## config.mk

```make
export PLATFORM = sky130hd
export DESIGN_NAME = anvp_host
export DESIGN_NICKNAME = d
export VERILOG_FILES = /design/src/design/anvp_sync3.v /design/src/design/anvp_host.v
export VERILOG_INCLUDE_DIRS = /design/src /design/src/design
export SDC_FILE = /design/constraint.sdc
export NUM_CORES = 1
export LEC_CHECK = 0
export BUFFER_PORTS_ARGS = -buffer_cell sky130_fd_sc_hd__buf_2
export CORE_MARGIN = 3
export CORE_UTILIZATION = 43
export DETAILED_ROUTE_END_ITERATION = 7
export MAX_ROUTING_LAYER = met4
export PLACE_DENSITY = 0.65
export SYNTH_ARGS = -nofsm -noshare
export SYNTH_HDL_FRONTEND = slang
export SYNTH_HIERARCHICAL = 1
export SYNTH_SLANG_ARGS = --single-unit
```

## constraint.sdc

```tcl
create_clock -name CLK_SYS_I -period 4.5 [get_ports CLK_SYS_I]
set_input_delay 0.9 -clock CLK_SYS_I [delete_from_list [all_inputs] [get_ports CLK_SYS_I]]
set_output_delay 0.9 -clock CLK_SYS_I [all_outputs]
set_load 0.01 [all_outputs]
```

## src/design/anvp_map.vh

```
// timing counts and pin field positions for the memory port host controller
// assumes a 100 MHz system clock; counts are derived from ns figures
`ifndef ANVP_MAP_VH
`define ANVP_MAP_VH
`define ANVP_CLK_NS 10
`define ANVP_ADDR_W 17
`define ANVP_DATA_W 16
`define ANVP_COL_W 2
`define ANVP_ROW_LSB 2
`define ANVP_ROW_MSB 16
// access time, longest settle before data is sampled (least time, rounded up)
`define ANVP_ACCESS_NS 60
`define ANVP_ACCESS_CYC ((`ANVP_ACCESS_NS + `ANVP_CLK_NS - 1) / `ANVP_CLK_NS)
// page (column) access time
`define ANVP_PAGE_NS 25
`define ANVP_PAGE_CYC ((`ANVP_PAGE_NS + `ANVP_CLK_NS - 1) / `ANVP_CLK_NS)
// random_read_cycle_time
`define ANVP_RC_NS 115
`define ANVP_RC_CYC ((`ANVP_RC_NS + `ANVP_CLK_NS - 1) / `ANVP_CLK_NS)
// min_precharge_time
`define ANVP_PC_NS 60
`define ANVP_PC_CYC ((`ANVP_PC_NS + `ANVP_CLK_NS - 1) / `ANVP_CLK_NS)
// write strobe low width
`define ANVP_WP_NS 40
`define ANVP_WP_CYC ((`ANVP_WP_NS + `ANVP_CLK_NS - 1) / `ANVP_CLK_NS)
`endif

```

## src/design/anvp_sync3.v

```verilog
// three-stage synchroniser bus for data pins coming back from the memory
// assumes a single system clock; second and third stages feed the agree test
`timescale 1ns/1ps
`default_nettype none
module anvp_sync3 #(
  parameter W = 16
) (
  input wire clk_i,         // system clock
  input wire rst_i,         // async reset, high
  input wire [W-1:0] d_i,   // asynchronous input
  output wire [W-1:0] q_o,  // agreed value
  output wire stable_o      // stages two and three agree
);
  reg [W-1:0] s1;
  reg [W-1:0] s2;
  reg [W-1:0] s3;
  // ************************************************
  // sync chain; s1 is read by s2 only
  // ************************************************
  always @(posedge clk_i or posedge rst_i) begin
    if (rst_i) begin
      s1 <= {W{1'b0}};
      s2 <= {W{1'b0}};
      s3 <= {W{1'b0}};
    end else begin
      s1 <= d_i;
      s2 <= s1;
      s3 <= s2;
    end
  end
  assign q_o = s3;
  assign stable_o = (s2 == s3);
endmodule // anvp_sync3
`default_nettype wire

```

## src/design/anvp_host.v

```verilog
// host controller driving the asynchronous paged nonvolatile memory port
// assumes the pins go straight to the memory; data pins resolved by the bench
`timescale 1ns/1ps
`default_nettype none
`include "anvp_map.vh"
module anvp_host #(
  parameter AW = `ANVP_ADDR_W,
  parameter DW = `ANVP_DATA_W
) (
  input wire CLK_SYS_I,             // 100 MHz system clock
  input wire RST_I,                 // async reset, high
  input wire REQ_VALID_I,           // user request present
  input wire REQ_WRITE_I,           // 1 write, 0 read
  input wire [AW-1:0] REQ_ADDR_I,   // word address
  input wire [DW-1:0] REQ_WDATA_I,  // write word
  input wire [1:0] REQ_BE_I,        // byte enables, bit1 upper
  input wire REQ_LAST_I,            // end of burst: release select
  output reg REQ_READY_O,           // request taken this cycle
  output reg RSP_VALID_O,           // read word valid, one cycle
  output reg [DW-1:0] RSP_RDATA_O,  // read word
  output reg [AW-1:0] WORD_ADDR_O,  // word_addr pins
  output reg CHIP_SEL_N_O,          // chip select, active low
  output reg WRITE_STB_N_O,         // write strobe, active low
  output reg OUT_EN_N_O,            // output enable, active low
  output reg UPPER_BYTE_SEL_N_O,    // upper_byte_sel_n
  output reg LOWER_BYTE_SEL_N_O,    // lower_byte_sel_n
  input wire [DW-1:0] DATA_BUS_I,   // data_bus pin level
  output reg [DW-1:0] DATA_BUS_O,   // data_bus drive value
  output reg DATA_BUS_OE_N_O        // low while host drives data_bus
);
  // one-hot state codes
  localparam [5:0] S_IDLE = 6'h01;
  localparam [5:0] S_PRE = 6'h02;
  localparam [5:0] S_ACC = 6'h04;
  localparam [5:0] S_WLOW = 6'h08;
  localparam [5:0] S_WHIGH = 6'h10;
  localparam [5:0] S_OPEN = 6'h20;
  // timing counts in system clocks, rounded up from the ns figures
  localparam [7:0] ACC_CYC = `ANVP_ACCESS_CYC;
  localparam [7:0] PAGE_CYC = `ANVP_PAGE_CYC;
  localparam [7:0] RC_CYC = `ANVP_RC_CYC;
  localparam [7:0] PC_CYC = `ANVP_PC_CYC;
  localparam [7:0] WP_CYC = `ANVP_WP_CYC;
  // state register, one bit per phase of an access
  reg [5:0] state;
  // cnt paces the phase in hand: access wait, strobe width, hold, pre-charge
  reg [7:0] cnt;
  // rc_cnt runs from each row opening, so a new row waits out the cycle time
  reg [7:0] rc_cnt;
  // agreed data pin levels and the per-lane agree flags
  wire [DW-1:0] rd_sync;
  wire [1:0] lane_stable;
  wire [1:0] lane_off;
  wire rd_stable;
  genvar g;
  // upper address bits identify the row
  // column bits 1:0 are left out so page accesses stay in the row
  function same_row;
    input [AW-1:0] a;
    input [AW-1:0] b;
    begin
      same_row = (a[`ANVP_ROW_MSB:`ANVP_ROW_LSB] == b[`ANVP_ROW_MSB:`ANVP_ROW_LSB]);
    end
  endfunction
  // ************************************************
  // read data pins pass three flops before sampling
  // ************************************************
  // one chain per byte lane: a lane that is not selected is left floating
  // by the memory and would never agree, so it must not hold back a read
  generate
    for (g = 0; g < 2; g = g + 1) begin : g_lane
      anvp_sync3 #(.W(DW / 2)) u_sync (
        .clk_i(CLK_SYS_I),
        .rst_i(RST_I),
        .d_i(DATA_BUS_I[g * (DW / 2) +: (DW / 2)]),
        .q_o(rd_sync[g * (DW / 2) +: (DW / 2)]),
        .stable_o(lane_stable[g])
      );
    end
  endgenerate
  // deselected lanes count as settled; bit 1 is the upper lane
  // limitation: with both selects high a read completes as soon as cnt runs out, with no data
  assign lane_off = {UPPER_BYTE_SEL_N_O, LOWER_BYTE_SEL_N_O};
  assign rd_stable = &(lane_stable | lane_off);
  // ************************************************
  // access sequencer
  // ************************************************
  // accesses run one at a time; throughput traded for simple timing
  always @(posedge CLK_SYS_I or posedge RST_I) begin
    if (RST_I) begin
      state <= S_PRE;
      cnt <= 8'h00;
      rc_cnt <= 8'h00;
      REQ_READY_O <= 1'b0;
      RSP_VALID_O <= 1'b0;
      RSP_RDATA_O <= {DW{1'b0}};
      WORD_ADDR_O <= {AW{1'b0}};
      CHIP_SEL_N_O <= 1'b1;
      WRITE_STB_N_O <= 1'b1;
      OUT_EN_N_O <= 1'b1;
      UPPER_BYTE_SEL_N_O <= 1'b1;
      LOWER_BYTE_SEL_N_O <= 1'b1;
      DATA_BUS_O <= {DW{1'b0}};
      DATA_BUS_OE_N_O <= 1'b1;
    end else begin
      REQ_READY_O <= 1'b0;
      RSP_VALID_O <= 1'b0;
      if (rc_cnt != 8'h00) begin
        rc_cnt <= rc_cnt - 8'h01;
      end
      if (cnt != 8'h00) begin
        cnt <= cnt - 8'h01;
      end
      case (state)
        // select held high for the pre-charge time after a release; out of reset cnt is zero, so one cycle only
        S_PRE: begin
          CHIP_SEL_N_O <= 1'b1;
          if (cnt == 8'h00) begin
            state <= S_IDLE;
          end
        end
        S_IDLE: begin
          if (REQ_VALID_I) begin
            // select falls with address set; strobe high means read
            WORD_ADDR_O <= REQ_ADDR_I;
            CHIP_SEL_N_O <= 1'b0;
            UPPER_BYTE_SEL_N_O <= ~REQ_BE_I[1];
            LOWER_BYTE_SEL_N_O <= ~REQ_BE_I[0];
            OUT_EN_N_O <= REQ_WRITE_I;
            DATA_BUS_O <= REQ_WDATA_I;
            DATA_BUS_OE_N_O <= ~REQ_WRITE_I;
            REQ_READY_O <= 1'b1;
            rc_cnt <= RC_CYC;
            cnt <= ACC_CYC;
            state <= REQ_WRITE_I ? S_WLOW : S_ACC;
          end
        end
        // read: wait access time (page time within an open row) and three-flop settle
        S_ACC: begin
          // only selected lanes are waited for; the other lane is a don't-care
          if (cnt == 8'h00 && rd_stable) begin
            RSP_VALID_O <= 1'b1;
            RSP_RDATA_O <= rd_sync;
            OUT_EN_N_O <= 1'b1;
            state <= S_OPEN;
          end
        end
        // write strobe low; one pulse per word
        S_WLOW: begin
          WRITE_STB_N_O <= 1'b0;
          if (cnt == 8'h00 && !WRITE_STB_N_O) begin
            WRITE_STB_N_O <= 1'b1;
            cnt <= 8'h01;
            state <= S_WHIGH;
          end
        end
        // keep driving two cycles past the rising strobe for hold
        S_WHIGH: begin
          if (cnt == 8'h00) begin
            DATA_BUS_OE_N_O <= 1'b1;
            state <= S_OPEN;
          end
        end
        // row stays open; next request decides reuse or close
        S_OPEN: begin
          // releasing select starts the device pre-charge; idle after the count
          if (REQ_LAST_I && !REQ_VALID_I) begin
            CHIP_SEL_N_O <= 1'b1;
            UPPER_BYTE_SEL_N_O <= 1'b1;
            LOWER_BYTE_SEL_N_O <= 1'b1;
            cnt <= PC_CYC;
            state <= S_PRE;
          end else if (REQ_VALID_I) begin
            if (same_row(REQ_ADDR_I, WORD_ADDR_O) || rc_cnt == 8'h00) begin
              // column change in row is fast; new row waits for cycle time
              WORD_ADDR_O <= REQ_ADDR_I;
              UPPER_BYTE_SEL_N_O <= ~REQ_BE_I[1];
              LOWER_BYTE_SEL_N_O <= ~REQ_BE_I[0];
              OUT_EN_N_O <= REQ_WRITE_I;
              DATA_BUS_O <= REQ_WDATA_I;
              DATA_BUS_OE_N_O <= ~REQ_WRITE_I;
              REQ_READY_O <= 1'b1;
              if (!same_row(REQ_ADDR_I, WORD_ADDR_O)) begin
                rc_cnt <= RC_CYC;
                cnt <= ACC_CYC;
              end else begin
                cnt <= REQ_WRITE_I ? WP_CYC : PAGE_CYC;
              end
              state <= REQ_WRITE_I ? S_WLOW : S_ACC;
            end
          end
        end
        default: begin
          state <= S_PRE;
        end
      endcase
    end
  end
endmodule // anvp_host
`default_nettype wire

```

==> qor.csv <==
stage;metric;value;unit
die;IO Count;113;
route;Iter 0 DRT Violations;155;
synthesis;compound-cell area share of the yosys netlist;0.0650;
power;P per Cell Area;623;nW/um2
die;Die H;119;um
placed_design;final HPWL from detailed placement;7880;um
critical_path;Arr. time, crit path;3.27;ns
synthesis;post-synth cell types;58;
hold_path;Hold WC Path Type;reg2reg;
global_route;M2 GR Usage;0.278;
global_route;first-pass GRT wire length;18500;um
power;Worst VDD drop;0.000328;V
synthesis;synth warn;6;
global_route;vias in the first global route;3639;
hold_path;Hold Path Origin;g_lane[0].u_sync/s1[3];
synthesis;synthesized area;5450;um2
die;die area;14000;um2
cts;count of hold-fix buffers inserted at cts;0;
critical_path;critical path startpoint;cnt[3];
synthesis;share of synthesized registers carrying an async set or reset;1.00;
die;die width;119;um
critical_path;CP Max Fanout;18;
cts;CTS tree;done;
synthesis;top cell type's share of synthesized area;0.551;
synthesis;adder-cell share of the synthesized area;0.00919;
power;Leakage;3.19;nW
synthesis;gate count of the mapped netlist;390;
timing;Final Setup Violations;0;
synthesis;register area share after synthesis;0.585;
synthesis;mux cell area share after synthesis;0.132;
global_route;gr busiest metal;met2;
route;vias per cell;4.91;
route;via total after detailed routing;3396;
die;row count;40;
route;drt first pass iters;5;
synthesis;Synth area leaders;dfrtp_1 (55%), mux2_4 (9.9%), xnor2_1 (6.0%);
final_layout;fraction of layout cells with a size suffix above 1;0.410;
synthesis;Main synth FF type;dfrtp_1;
cts;Clock Root Buffer;clkbuf_16;
global_route;grt met1 use;0.209;
timing;Max-slew headroom;0.291;
placed_design;# port buffers;112;
critical_path;CP endpoint kind;flip-flop;
final_layout;Fill cells;1049;
run;maxcap violations;0;
timing;Post-Route Setup TNS;0;ns
cts;clock latency on the worst-skew pair;0.41;ns
die;core area;12200;um2
critical_path;CP required;4.79;ns
route;post-route DRC violation count;0;
global_route;met3 usage;0.0445;
route;Routed WL per cell;15.8;um
synthesis;cell accounting for the most synthesized area;dfrtp_1;
final_layout;nets;571;
synthesis;largest family of logic cells by synthesized area;multiplexers;
timing;final hold viol count;0;
run_status;status;finished, final reports clean;
timing;Worst-Margin Slew;1.06;ns
final_layout;n_diodes;0;
placed_design;placer congestion estimate;0.836;
final_layout;Storage cell area;3190;um2
cts;# Post-CTS Setup Buffers;0;
timing;Clock Skew;0.00800;ns
synthesis;Yosys reg bits;127;
synthesis;post-synthesis xor/xnor area fraction;0.0724;
final_layout;Area growth, synth to finish;23.4;%
critical_path;CP Class;reg2reg;
timing;unrepaired setup endpoints after global routing;false;
cts;Worst-path clk slew;0.06;ns
route;total wire length;10900;um
cts;post_cts resized;0;
global_route;Total GRT Usage;0.169;
global_route;largest net degree at the start of global routing;52;
cts;Clock H-tree levels;4;
cts;clock sink count;127;
timing;max frequency;0.335;GHz
critical_path;Critical Path Source Type;flip-flop;
cts;clock buffer depth;2;
cts;CTS Buf Count;17;
die;initial core utilization;0.446;
timing;Min Hold Slack;0.345;ns
critical_path;worst r2r src;cnt[3];
timing;fin crit period;2.98;ns
timing;Final Cycle Share;0.663;
global_route;global route overflow;0;
synthesis;Mapped Nets;450;
synthesis;Syn Area/Cell;14.0;um2
route;Routed Antenna Nets;0;
synthesis;Post-synth EDFFs;0;
timing;pins over their slew limit;0;
final_layout;multi-input logic area;2090;um2
synthesis;simple-gate portion of the synthesized area;0.105;
global_route;antenna violations before repair;0;
==> cell families after synthesis <==
group / Yosys count
adders and majority gates: 4
muxes: 52
DFF: 127
and+or+nand+nor: 92
buffers and inverters: 22
xor gates and xnor gates: 45
AOI/OAI and AO/OA: 48
==> worst paths after layout <==
kind	cells past startpoint	end	slack, ns
setup / recovery	4	RSP_RDATA_O[9]	1.52
hold / removal	0	g_lane[0].u_sync/s2[3]	0.34
setup reg to reg	4	RSP_RDATA_O[9]	1.52
hold reg to reg	0	g_lane[0].u_sync/s2[3]	0.34
max in group asynchronous	3	DATA_BUS_OE_N_O	2.89
min in group asynchronous	2	DATA_BUS_O[1]	0.67
==> critical path, stage by stage (launching register included) <==
cell,delay (ns)
dfrtp_1,0.40
or4_4,0.58
nor3b_4,0.50
and3_1,0.95
mux2_2,0.42
==> per-stage QoR <==
stage	total power, W	area, um2	setup WS [ns]	cells	utilization
after floorplan	0.00245	5450	1.59	390	-
after global placement	0.00276	6100	1.45	660	0.499
after detailed placement	0.00280	6100	1.42	660	0.499
after CTS	0.00423	6720	1.52	692	0.550
after global routing	0.00442	6720	1.29	692	0.550
final	0.00419	6720	1.52	692	0.550
==> routing by layer <==
metal  share of wire  vias up
met2            0.52       92
met1            0.43     1677
met5               0        -
met4          0.0077        0
li1                -     1619
met3           0.045        8
==> registers in the layout, indices dropped and copies added, names as in the netlist, 6 cells and up <==
signal	count
WORD_ADDR_O	17
DATA_BUS_O	16
RSP_RDATA_O	16
g_lane.u_sync/q_o	16
g_lane.u_sync/s1	16
g_lane.u_sync/s2	16
cnt	8
rc_cnt	8
state	6
==> area by class of cell <==
| type | count | share of cell area |
|---|---|---|
| inverter | 11 | 0.00633 |
| tap | 168 | 0.0313 |
| clock inverter | 13 | 0.0264 |
| clock buffer | 19 | 0.0659 |
| timing repair buffer | 113 | 0.0845 |
| sequential | 127 | 0.474 |
| multi-input combinational | 241 | 0.311 |
==> cell usage in the layout, fill, tap and decap left out, types with 3 or more instances in the layout <==
master	Yosys	layout
buf_2	4	112
and3_1	3	3
dfstp_2	7	7
inv_1	11	10
dfrtp_1	120	120
a21o_1	4	4
mux2_2	14	14
xnor2_1	37	37
nand3_1	4	4
a2bb2oi_1	3	3
a21oi_1	4	4
clkbuf_16	0	17
nand4_1	8	8
nand2_1	16	16
ha_1	4	4
o211ai_1	6	6
nor3_1	8	8
bufinv_16	0	3
clkinv_4	0	3
o21ai_0	13	13
nor2_1	25	25
xor2_1	8	8
inv_6	0	4
or3_1	4	4
nor2b_1	4	4
mux2_4	36	36
==> power by group <==
| group | leakage [nW] | internal [W] | total (W) | switching (W) |
|---|---|---|---|---|
| clock network | 0.297 | 0.000899 | 0.00142 | 0.000517 |
| logic | 1.32 | 0.000593 | 0.00113 | 0.000535 |
| registers | 1.57 | 0.00142 | 0.00164 | 0.000221 |
==> synthesized netlist by cell type (3+ instances only) <==
master and instances:
dfrtp_1 120, xnor2_1 37, mux2_4 36, nor2_1 25
nand2_1 16, mux2_2 14, o21ai_0 13, inv_1 11
nand4_1 8, nor3_1 8, xor2_1 8, dfstp_2 7
o211ai_1 6, a21o_1 4, a21oi_1 4, buf_12 4
buf_2 4, ha_1 4, nand3_1 4, nor2b_1 4
or3_1 4, a2bb2oi_1 3, and3_1 3
No activity file was read; power rests on OpenSTA's default activity.
